==> src/core/dsm_pkg.sv <==
// Notes on behaviour
// - operands widened to 17 bits, sign or zero
// - 33-bit product sign-extended to 40 bits
// - fractional 1.31 product, integer passes unscaled
// - shared multiplier: byte 16-bit, word 32-bit results
// - target accumulator is both source and destination
// - add and load data arrive pre-scaled
// - zero on one input, true/complement other
// - add carry in low, subtract carry in high (borrow inactive) complemented
// - guard flag set when bits 39:32 differ
// - newly set guard flag plus enable traps
// - clip flag sticky, only software clears it
// - clip means bit 31 or bit 39 overflow
// - saturation off plus wrap enable traps on clip
// - status shows OR of guards and clips
// - super mode clamps to 9.31 extremes, sets clip
// - normal mode clamps to 1.31 extremes, sets clip
// - normal saturation never sets guard flags
// - saturation off wraps freely, clip still set
// - saturation uses result, flags, enables, width select
// - multiply and saturation modes from core control
// - accumulator add, subtract and negate supported
// - squared difference takes difference from ALU
// - width select one super, zero normal
// - format select one integer, zero fractional
// - signedness select one unsigned, zero signed
package dsm_pkg;
   localparam int ACC_W  = 40;
   localparam int OPND_W = 16;
   localparam int MUL_W  = 33;
   localparam int GUARD_LO = 32;
   localparam int NORM_TOP = 31;
   localparam int BYTE_W   = 8;
   localparam int HALF_W   = 16;
   // register byte addresses
   localparam logic [4:0] ADR_CTRL    = 5'h00;
   localparam logic [4:0] ADR_TRAP    = 5'h04;
   localparam logic [4:0] ADR_STAT    = 5'h08;
   localparam logic [4:0] ADR_ACCUM_A_LO = 5'h0C;
   localparam logic [4:0] ADR_ACCUM_A_HI = 5'h10;
   localparam logic [4:0] ADR_ACCUM_B_LO = 5'h14;
   localparam logic [4:0] ADR_ACCUM_B_HI = 5'h18;
   localparam logic [4:0] ADR_MCU     = 5'h1C;
   // core_control_reg fields
   localparam int CTL_INT     = 0;
   localparam int CTL_RND     = 1;
   localparam int CTL_WIDTH   = 4;
   localparam int CTL_MEMCLIP = 5;
   localparam int CTL_CLIPB   = 6;
   localparam int CTL_CLIPA   = 7;
   localparam int CTL_SIGN    = 12;
   localparam logic [15:0] CTRL_RESET = 16'h0020;
   localparam logic [15:0] CTRL_MASK  = 16'h10F3;
   // trap enable fields
   localparam int TRP_GA   = 0;
   localparam int TRP_GB   = 1;
   localparam int TRP_WRAP = 2;
   localparam logic [15:0] TRAP_MASK = 16'h0007;
   // status fields
   localparam int ST_GA   = 15;
   localparam int ST_GB   = 14;
   localparam int ST_CA   = 13;
   localparam int ST_CB   = 12;
   localparam int ST_GANY = 11;
   localparam int ST_CANY = 10;
   localparam logic [ACC_W-1:0] SUPER_MAX = 40'h7F_FFFF_FFFF;
   localparam logic [ACC_W-1:0] SUPER_MIN = 40'h80_0000_0000;
   localparam logic [ACC_W-1:0] NORM_MAX  = 40'h00_7FFF_FFFF;
   localparam logic [ACC_W-1:0] NORM_MIN  = 40'hFF_8000_0000;
   typedef enum logic [3:0] {
      OP_NOP      = 4'h0,
      OP_MPY      = 4'h1,
      OP_MPY_NEG  = 4'h2,
      OP_MAC      = 4'h3,
      OP_MSC      = 4'h4,
      OP_LOAD     = 4'h5,
      OP_ADD_DATA = 4'h6,
      OP_ADD_ACC  = 4'h7,
      OP_SUB_ACC  = 4'h8,
      OP_NEG      = 4'h9,
      OP_CLR      = 4'hA,
      OP_SQD      = 4'hB,
      OP_SQD_ACC  = 4'hC,
      OP_MCU_MUL  = 4'hD
   } dsm_op_t;
endpackage : dsm_pkg

==> src/core/dsm_engine.sv <==
// The Wishbone interface to the registers and the register addresses were left to the implementer.
`timescale 1ns/10ps
module dsm_engine
   import dsm_pkg::*;
(
   // clock, reset, enable
   input  wire logic              clk_i,
   input  wire logic              rst_i,
   input  wire logic              ce_i,
   // wishbone slave
   input  wire logic              cyc_i,
   input  wire logic              stb_i,
   input  wire logic              we_i,
   input  wire logic [4:0]        adr_i,
   input  wire logic [3:0]        sel_i,
   input  wire logic [31:0]       dat_i,
   output logic      [31:0]       dat_o,
   output logic                   ack_o,
   // instruction decoder
   input  wire logic              op_valid_i,
   input  wire logic [3:0]        op_i,
   input  wire logic              acc_sel_i,
   input  wire logic [OPND_W-1:0] opnd_x_i,
   input  wire logic [OPND_W-1:0] opnd_y_i,
   input  wire logic [ACC_W-1:0]  shifted_data_i,
   input  wire logic              mcu_byte_i,
   input  wire logic              mcu_x_signed_i,
   input  wire logic              mcu_y_signed_i,
   // results and events
   output logic      [31:0]       mcu_prod_o,
   output logic                   mcu_prod_valid_o,
   output logic      [ACC_W-1:0]  acc_a_o,
   output logic      [ACC_W-1:0]  acc_b_o,
   output logic                   trap_o,
   output logic                   round_style_o,
   output logic                   mem_write_clip_enable_o
);

   function automatic logic [16:0] ext17(input logic [15:0] v, input logic uns);
      ext17 = {(uns ? 1'b0 : v[15]), v};
   endfunction : ext17

   function automatic logic [15:0] merge16(input logic [15:0] old, input logic [15:0] nw,
                                           input logic [1:0] sel, input logic [15:0] msk);
      logic [15:0] m;
      m = old;
      if (sel[0]) m[7:0] = nw[7:0];
      if (sel[1]) m[15:8] = nw[15:8];
      merge16 = m & msk;
   endfunction : merge16

   function automatic logic all_same(input logic [8:0] v, input logic top_only);
      all_same = top_only ? ((v[8:1] == 8'h00) || (v[8:1] == 8'hFF))
                          : ((v == 9'h000) || (v == 9'h1FF));
   endfunction : all_same

   logic [15:0]      core_control_reg;
   logic [15:0]      trap_en_reg;
   logic [ACC_W-1:0] accum_a_reg;
   logic [ACC_W-1:0] accum_b_reg;
   logic             accum_a_guard_overflow_reg;
   logic             accum_b_guard_overflow_reg;
   logic             accum_a_clip_flag_reg;
   logic             accum_b_clip_flag_reg;
   logic             ack_reg;
   logic [31:0]      dat_reg;
   logic [31:0]      mcu_prod_reg;
   logic             mcu_valid_reg;
   logic             trap_reg;

   dsm_op_t          op;
   logic             int_mode;
   logic             mult_sign_select;
   logic             clip_width_select;
   logic             clip_en;
   logic [16:0]      mul_a;
   logic [16:0]      mul_b;
   logic [33:0]      prod34;
   logic [MUL_W-1:0] scaled;
   logic [ACC_W-1:0] prod40;
   logic [31:0]      mcu_next;
   logic [ACC_W-1:0] tgt;
   logic [ACC_W-1:0] other;
   logic [ACC_W-1:0] src;
   logic [ACC_W-1:0] b_data;
   logic [ACC_W-1:0] b_eff;
   logic [ACC_W-1:0] sum40;
   logic [ACC_W-1:0] result;
   logic             src_zero;
   logic             subtract;
   logic             ovf39;
   logic             true_neg;
   logic             over31;
   logic             clip_set;
   logic             guard_next;
   logic             pass;
   logic             trap_next;
   logic             bus_req;
   logic             wr_stb;
   logic             clr_a;
   logic             clr_b;
   logic [31:0]      rd_word;

   assign op                = dsm_op_t'(op_i);
   assign int_mode          = core_control_reg[CTL_INT];
   assign mult_sign_select  = core_control_reg[CTL_SIGN];
   assign clip_width_select = core_control_reg[CTL_WIDTH];
   assign tgt   = acc_sel_i ? accum_b_reg : accum_a_reg;
   assign other = acc_sel_i ? accum_a_reg : accum_b_reg;
   assign clip_en = acc_sel_i ? core_control_reg[CTL_CLIPB]
                              : core_control_reg[CTL_CLIPA];
   assign pass = ce_i && op_valid_i && (op != OP_NOP) && (op != OP_MCU_MUL);

   // one multiplier serves both engine and mcu; the squared difference
   // arrives as the alu difference on the x operand
   always_comb begin
      if (op == OP_MCU_MUL) begin
         mul_a = mcu_byte_i ? {9'h000, opnd_x_i[BYTE_W-1:0]}
                            : ext17(opnd_x_i, !mcu_x_signed_i);
         mul_b = mcu_byte_i ? {9'h000, opnd_y_i[BYTE_W-1:0]}
                            : ext17(opnd_y_i, !mcu_y_signed_i);
      end else if (op == OP_SQD || op == OP_SQD_ACC) begin
         mul_a = ext17(opnd_x_i, mult_sign_select);
         mul_b = mul_a;
      end else begin
         mul_a = ext17(opnd_x_i, mult_sign_select);
         mul_b = ext17(opnd_y_i, mult_sign_select);
      end
      prod34 = $signed(mul_a) * $signed(mul_b);
      scaled = int_mode ? prod34[MUL_W-1:0] : {prod34[MUL_W-2:0], 1'b0};
      prod40 = {{(ACC_W-MUL_W){scaled[MUL_W-1]}}, scaled};
      mcu_next = mcu_byte_i ? {16'h0000, prod34[HALF_W-1:0]} : prod34[31:0];
   end

   // adder operand steering
   always_comb begin
      src_zero = 1'b0;
      subtract = 1'b0;
      b_data   = prod40;
      unique case (op)
         OP_MPY, OP_SQD: src_zero = 1'b1;
         OP_MPY_NEG: begin
            src_zero = 1'b1;
            subtract = 1'b1;
         end
         OP_MAC, OP_SQD_ACC: src_zero = 1'b0;
         OP_MSC: subtract = 1'b1;
         OP_LOAD: begin
            src_zero = 1'b1;
            b_data   = shifted_data_i;
         end
         OP_ADD_DATA: b_data = shifted_data_i;
         OP_ADD_ACC: b_data = other;
         OP_SUB_ACC: begin
            b_data   = other;
            subtract = 1'b1;
         end
         OP_NEG: begin
            src_zero = 1'b1;
            b_data   = tgt;
            subtract = 1'b1;
         end
         OP_CLR: begin
            src_zero = 1'b1;
            b_data   = '0;
         end
         OP_NOP, OP_MCU_MUL: b_data = '0;
         default: b_data = '0;
      endcase
   end

   // adder, overflow detection and saturation in one cycle
   always_comb begin
      src    = src_zero ? '0 : tgt;
      b_eff  = subtract ? ~b_data : b_data;
      // carry in: zero for add, one (borrow inactive, high) for subtract
      sum40  = src + b_eff + {39'h0, subtract};
      ovf39  = (src[ACC_W-1] == b_eff[ACC_W-1]) && (sum40[ACC_W-1] != src[ACC_W-1]);
      true_neg = ovf39 ? ~sum40[ACC_W-1] : sum40[ACC_W-1];
      over31 = ovf39 || !all_same(sum40[ACC_W-1:NORM_TOP], 1'b0);
      result   = sum40;
      clip_set = 1'b0;
      if (clip_en && clip_width_select && ovf39) begin
         result   = true_neg ? SUPER_MIN : SUPER_MAX;
         clip_set = 1'b1;
      end else if (clip_en && !clip_width_select && over31) begin
         result   = true_neg ? NORM_MIN : NORM_MAX;
         clip_set = 1'b1;
      end else if (!clip_en) begin
         clip_set = ovf39;
      end
      // normal saturation leaves the guard bits unused
      guard_next = !(clip_en && !clip_width_select) &&
                   !all_same(result[ACC_W-1:NORM_TOP], 1'b1);
      trap_next = 1'b0;
      if (pass) begin
         if (guard_next && !(acc_sel_i ? accum_b_guard_overflow_reg
                                       : accum_a_guard_overflow_reg) &&
             trap_en_reg[acc_sel_i ? TRP_GB : TRP_GA])
            trap_next = 1'b1;
         if (!clip_en && clip_set && trap_en_reg[TRP_WRAP])
            trap_next = 1'b1;
      end
   end

   always_ff @(posedge clk_i) begin
      if (rst_i) begin
         accum_a_reg <= '0;
         accum_b_reg <= '0;
      end else if (pass) begin
         if (acc_sel_i)
            accum_b_reg <= result;
         else
            accum_a_reg <= result;
      end
   end

   always_ff @(posedge clk_i) begin
      if (rst_i) begin
         accum_a_guard_overflow_reg <= 1'b0;
         accum_b_guard_overflow_reg <= 1'b0;
      end else if (pass) begin
         if (acc_sel_i)
            accum_b_guard_overflow_reg <= guard_next;
         else
            accum_a_guard_overflow_reg <= guard_next;
      end
   end

   // status clear: writing zero to a clip bit or to the combined bit
   assign bus_req = cyc_i && stb_i;
   assign wr_stb  = ce_i && bus_req && we_i && ack_reg;
   assign clr_a = wr_stb && (adr_i == ADR_STAT) && sel_i[1] &&
                  (!dat_i[ST_CA] || !dat_i[ST_CANY]);
   assign clr_b = wr_stb && (adr_i == ADR_STAT) && sel_i[1] &&
                  (!dat_i[ST_CB] || !dat_i[ST_CANY]);

   // a set arriving with a clear wins
   always_ff @(posedge clk_i) begin
      if (rst_i) begin
         accum_a_clip_flag_reg <= 1'b0;
         accum_b_clip_flag_reg <= 1'b0;
      end else if (ce_i) begin
         accum_a_clip_flag_reg <= (pass && !acc_sel_i && clip_set) ||
                                  (accum_a_clip_flag_reg && !clr_a);
         accum_b_clip_flag_reg <= (pass && acc_sel_i && clip_set) ||
                                  (accum_b_clip_flag_reg && !clr_b);
      end
   end

   always_ff @(posedge clk_i) begin
      if (rst_i)
         trap_reg <= 1'b0;
      else if (ce_i)
         trap_reg <= trap_next;
   end

   always_ff @(posedge clk_i) begin
      if (rst_i) begin
         mcu_prod_reg  <= '0;
         mcu_valid_reg <= 1'b0;
      end else if (ce_i) begin
         mcu_valid_reg <= op_valid_i && (op == OP_MCU_MUL);
         if (op_valid_i && (op == OP_MCU_MUL))
            mcu_prod_reg <= mcu_next;
      end
   end

   // configuration registers, taken at the edge the master sees ack
   always_ff @(posedge clk_i) begin
      if (rst_i) begin
         core_control_reg <= CTRL_RESET;
         trap_en_reg      <= '0;
      end else if (wr_stb) begin
         if (adr_i == ADR_CTRL)
            core_control_reg <= merge16(core_control_reg, dat_i[15:0], sel_i[1:0],
                                        CTRL_MASK);
         if (adr_i == ADR_TRAP)
            trap_en_reg <= merge16(trap_en_reg, dat_i[15:0], sel_i[1:0], TRAP_MASK);
      end
   end

   always_comb begin
      rd_word = '0;
      unique case (adr_i)
         ADR_CTRL: rd_word[15:0] = core_control_reg;
         ADR_TRAP: rd_word[15:0] = trap_en_reg;
         ADR_STAT: begin
            rd_word[ST_GA]   = accum_a_guard_overflow_reg;
            rd_word[ST_GB]   = accum_b_guard_overflow_reg;
            rd_word[ST_CA]   = accum_a_clip_flag_reg;
            rd_word[ST_CB]   = accum_b_clip_flag_reg;
            rd_word[ST_GANY] = accum_a_guard_overflow_reg || accum_b_guard_overflow_reg;
            rd_word[ST_CANY] = accum_a_clip_flag_reg || accum_b_clip_flag_reg;
         end
         ADR_ACCUM_A_LO: rd_word = accum_a_reg[31:0];
         ADR_ACCUM_A_HI: rd_word[BYTE_W-1:0] = accum_a_reg[ACC_W-1:32];
         ADR_ACCUM_B_LO: rd_word = accum_b_reg[31:0];
         ADR_ACCUM_B_HI: rd_word[BYTE_W-1:0] = accum_b_reg[ACC_W-1:32];
         ADR_MCU: rd_word = mcu_prod_reg;
         default: rd_word = '0; // unmapped reads as zero, still acked
      endcase
   end

   // ack one cycle after the request, dropped the cycle after
   always_ff @(posedge clk_i) begin
      if (rst_i) begin
         ack_reg <= 1'b0;
         dat_reg <= '0;
      end else if (ce_i) begin
         ack_reg <= bus_req && !ack_reg;
         if (bus_req && !ack_reg)
            dat_reg <= rd_word;
      end
   end

   assign dat_o                   = dat_reg;
   assign ack_o                   = ack_reg;
   assign mcu_prod_o              = mcu_prod_reg;
   assign mcu_prod_valid_o        = mcu_valid_reg;
   assign acc_a_o                 = accum_a_reg;
   assign acc_b_o                 = accum_b_reg;
   assign trap_o                  = trap_reg;
   assign round_style_o           = core_control_reg[CTL_RND];
   assign mem_write_clip_enable_o = core_control_reg[CTL_MEMCLIP];
endmodule : dsm_engine

==> config.mk <==
export PLATFORM = sky130hd
export DESIGN_NAME = dsm_engine
export DESIGN_NICKNAME = d
export VERILOG_FILES = /design/src/core/dsm_pkg.sv /design/src/core/dsm_engine.sv
export SDC_FILE = /design/constraint.sdc
export NUM_CORES = 1
export LEC_CHECK = 0
export ABC_AREA = 0
export BUFFER_PORTS_ARGS = -buffer_cell sky130_fd_sc_hd__buf_2
export CAP_MARGIN = 10
export CORE_MARGIN = 3
export CORE_UTILIZATION = 61
export DETAILED_ROUTE_END_ITERATION = 8
export GPL_TIMING_DRIVEN = 0
export PLACE_DENSITY = 0.81
export REMOVE_ABC_BUFFERS = 1
export SYNTH_ARGS = -nofsm -noshare
export SYNTH_HDL_FRONTEND = slang
export SYNTH_SLANG_ARGS = --single-unit
==> constraint.sdc <==
create_clock -name clk_i -period 17.51 [get_ports clk_i]
set_input_delay 2.6265 -clock clk_i [delete_from_list [all_inputs] [get_ports clk_i]]
set_output_delay 2.6265 -clock clk_i [all_outputs]
set_load 0.05 [all_outputs]
==> run summary <==
## Place
* worst slack, placed: 0.998 ns
* number of port buffers: 252
* routability cong.: 0.975
* HPWL after DPL: 58900 um

## Synthesis
* leading register cell type out of synthesis: sky130_fd_sc_hd__dfxtp_1
* cell with the most instances after synthesis: sky130_fd_sc_hd__inv_1
* Cell variety after synth: 84
* synthesis warning total: 0
* proportion of synthesized chip area in sequential cells: 14.4%
* number of synthesized flops with an enable pin: 0
* syn_area_per_cell: 8.54 sq um
* simple-gate share of the synthesized area: 15.4%
* fraction of synthesized cell area taken by the top area cell type: 26.0%
* number of instances in the synthesized netlist: 2628
* register bit count reported by yosys: 161
* top post-synthesis cells by count: sky130_fd_sc_hd__inv_1, sky130_fd_sc_hd__fa_1, sky130_fd_sc_hd__nor2_1
* share of flip-flops with an asynchronous set or reset after synthesis: 0%
* cell area after synthesis: 0.0224 sq mm
* multiplexer share of the synthesized area: 6.64%
* Synth area leader: sky130_fd_sc_hd__fa_1
* compound-gate portion of the synthesized area: 19.5%
* main combinational cell family by area after synthesis: adder cells
* adder-cell share of the synthesized area: 32.7%
* parity-gate share of the synthesized area counting xor and xnor cells: 3.13%
* top post-synthesis cells by area: sky130_fd_sc_hd__fa_1, sky130_fd_sc_hd__dfxtp_1, sky130_fd_sc_hd__ha_1

## Critical path
* required time at the worst-slack endpoint: 17.84 ns
* highest fanout seen on the critical path: 27
* RR Startpoint: core_control_reg[12]
* element type at the critical path end: register
* kind of critical path: input pin to register
* setup slack of the most critical reg-to-reg path: 3.67 ns
* worst setup path start: op_i[0]
* data arrival time of the critical path: 17.03 ns
* cell count of the worst reg-to-reg path: 39
* maximum cell stage delay along the critical path: 0.94 ns
* cell repeated most along the worst path: sky130_fd_sc_hd__fa_1
* Critical path destination: acc_b_o[30]
* endpoint of the worst register-to-register path: acc_b_o[30]
* Critical Path Source Type: input pin
* master of the slowest instance on the critical path: sky130_fd_sc_hd__a21oi_1

## Global route
* leftover overflow at the end of global routing: 0
* combined global-route utilization of all metal layers: 38.5%
* global-route wire length before repair: 118000 um
* pin count of the biggest net entering global routing: 76
* antenna violations before repair: 3
* vias in the first global route: 21639

## Clock network
* sink count of the clock tree: 161
* CTS resizes: 0
* number of levels the H-tree was split into: 4
* number of buffers inserted for hold repair after clock tree synthesis: 0
* total CTS buffers: 17
* Root Driver: sky130_fd_sc_hd__clkbuf_16
* CTS tree: yes
* maximum buffer depth of the clock tree: 2
* number of buffers inserted to repair setup after CTS: 0
* later-pin clock latency in the skew report: 0.45 ns
* CTS clk-pin slew, worst paths: 0.07 ns

## Route
* Post-Route WL: 75100 um
* detailed router's first-iteration violation count: 2619
* ratio of routed vias to standard cells: 6.59
* count of vias placed by the detailed router: 21352
* remaining antenna violation count: 0
* Initial DRT Pass Iterations: 9
* number of remaining DRC errors: 10
* routed len/inst: 23.2 um

## Timing
* worst hold slack: 0.472 ns
* setup TNS after final layout: 0 ns
* highest attainable clock frequency: 0.0599 GHz
* Period minus WS final: 16.70 ns
* worst setup skew after layout: 0.0105 ns
* slack of the critical path: 0.811 ns
* final clock period utilization by the worst path: 95.4%
* number of hold-slack violations in the final timing report: 0
* setup repair after global routing missed its margin: false
* transition time at the pin with the least slew margin: 1.25 ns
* final-report max-slew violation count: 0
* headroom to the max-slew limit: 16.2%
* number of setup violations in the final report: 0

## Die
* Core Footprint: 0.0359 sq mm
* Placement Rows: 69
* starting density of the core: 62.5%
* Die Y: 198 um
* floorplan die width: 198 um
* die footprint: 0.0391 sq mm
* # IOs: 277

## Hold path
* hold depth: 2
* path category of the worst min-delay check: register to register

## Flow run
* max-capacitance violation count: 0

## Run status
* run status: complete, but fails checks
* failing checks: design-rule violations

## Cells and area
* area growth from synthesis to layout: 10.8%
* filler instances: 2932
* fraction of final layout cells sized beyond drive strength 1: 15.0%
* Nets: 3303
* Finished Core Util: 69.2%

## worst min path at each step
stage / from / endpoint / slack, ns
after floorplan: accum_b_clip_flag_reg / accum_b_clip_flag_reg / 0.46
after global placement: mcu_prod_o[8] / mcu_prod_o[8] / 0.46
after detailed placement: mcu_prod_o[8] / mcu_prod_o[8] / 0.46
after CTS: mcu_prod_o[8] / mcu_prod_o[8] / 0.47
after global routing: mcu_prod_o[15] / mcu_prod_o[15] / 0.49
final: mcu_prod_o[8] / mcu_prod_o[8] / 0.47
## area by class of cell
class,count,area [sq um],area share (%)
inverter,309,1160,4.67
sequential,161,3220,13.0
antenna,3,7.51,0.0302
clock buffer,19,453,1.82
timing repair buffer,283,1790,7.19
tap,461,577,2.32
multi-input combinational,1991,17500,70.4
clock inverter,13,150,0.604
## kinds of logic after synthesis
| kind of cell | Yosys count |
|---|---|
| and+or+nand+nor | 756 |
| AOI/OAI and AO/OA | 601 |
| buffers and inverters | 476 |
| adders and majority gates | 412 |
| DFF | 161 |
| muxes | 144 |
| xor gates and xnor gates | 78 |
## cells in the final DEF, fill, tap and decap left out, types with 6 or more instances in the layout
master,synthesis,routed
sky130_fd_sc_hd__buf_8,0,6
sky130_fd_sc_hd__buf_6,6,9
sky130_fd_sc_hd__xnor2_1,54,54
sky130_fd_sc_hd__o211a_1,7,7
sky130_fd_sc_hd__dfxtp_1,161,160
sky130_fd_sc_hd__and2_1,75,75
sky130_fd_sc_hd__buf_2,16,252
sky130_fd_sc_hd__a31oi_1,25,23
sky130_fd_sc_hd__a21oi_1,128,128
sky130_fd_sc_hd__mux2i_1,120,120
sky130_fd_sc_hd__o21a_1,20,20
sky130_fd_sc_hd__o221a_2,38,38
sky130_fd_sc_hd__inv_1,309,309
sky130_fd_sc_hd__a21boi_0,8,8
sky130_fd_sc_hd__nand2b_1,24,24
sky130_fd_sc_hd__o21ai_0,96,94
sky130_fd_sc_hd__nor3_1,19,17
sky130_fd_sc_hd__nand3_1,26,25
sky130_fd_sc_hd__a21o_1,19,19
sky130_fd_sc_hd__o221a_1,16,16
sky130_fd_sc_hd__xor2_1,23,23
sky130_fd_sc_hd__o21bai_1,12,12
sky130_fd_sc_hd__a211oi_1,26,25
sky130_fd_sc_hd__ha_1,121,121
sky130_fd_sc_hd__and3_1,10,10
sky130_fd_sc_hd__nor2_1,272,272
sky130_fd_sc_hd__a22o_1,20,20
sky130_fd_sc_hd__fa_1,291,291
sky130_fd_sc_hd__mux2_2,21,21
sky130_fd_sc_hd__o211ai_1,13,13
sky130_fd_sc_hd__nand4_1,20,20
sky130_fd_sc_hd__buf_16,0,10
sky130_fd_sc_hd__nor2b_1,29,28
sky130_fd_sc_hd__nand2_1,247,247
sky130_fd_sc_hd__a22oi_1,73,71
sky130_fd_sc_hd__a222oi_1,39,39
sky130_fd_sc_hd__clkbuf_16,0,17
## worst max-delay path: cells and delay by family
kind,cells,cell delay (ns)
AND/OR/NAND/NOR,11,3.91
adder cells (fa/ha/maj),8,3.44
AO/OA/AOI/OAI,14,5.34
multiplexers,3,0.69
XOR/XNOR,1,0.17
buffers and inverters,5,0.80
## per-layer routing
| layer | global-route usage [%] | vias up | share of wire, % |
|---|---|---|---|
| met5 | 0 | - | 0.041 |
| met4 | 15.3 | 4 | 4.6 |
| met3 | 10.0 | 234 | 13 |
| met2 | 59.6 | 1446 | 45 |
| met1 | 52.1 | 10421 | 38 |
| li1 | - | 9247 | - |
## through the flow
| stage | cell area [sq um] | std cells |
|---|---|---|
| final | 24800 | 3240 |
| after global routing | 24800 | 3238 |
| after CTS | 24800 | 3235 |
| after detailed placement | 24200 | 3203 |
| after global placement | 23600 | 3174 |
| after floorplan | 21700 | 2461 |
Power is not shown: default switching activity piles up to over one toggle a cycle in this logic, so the estimate is an artifact.
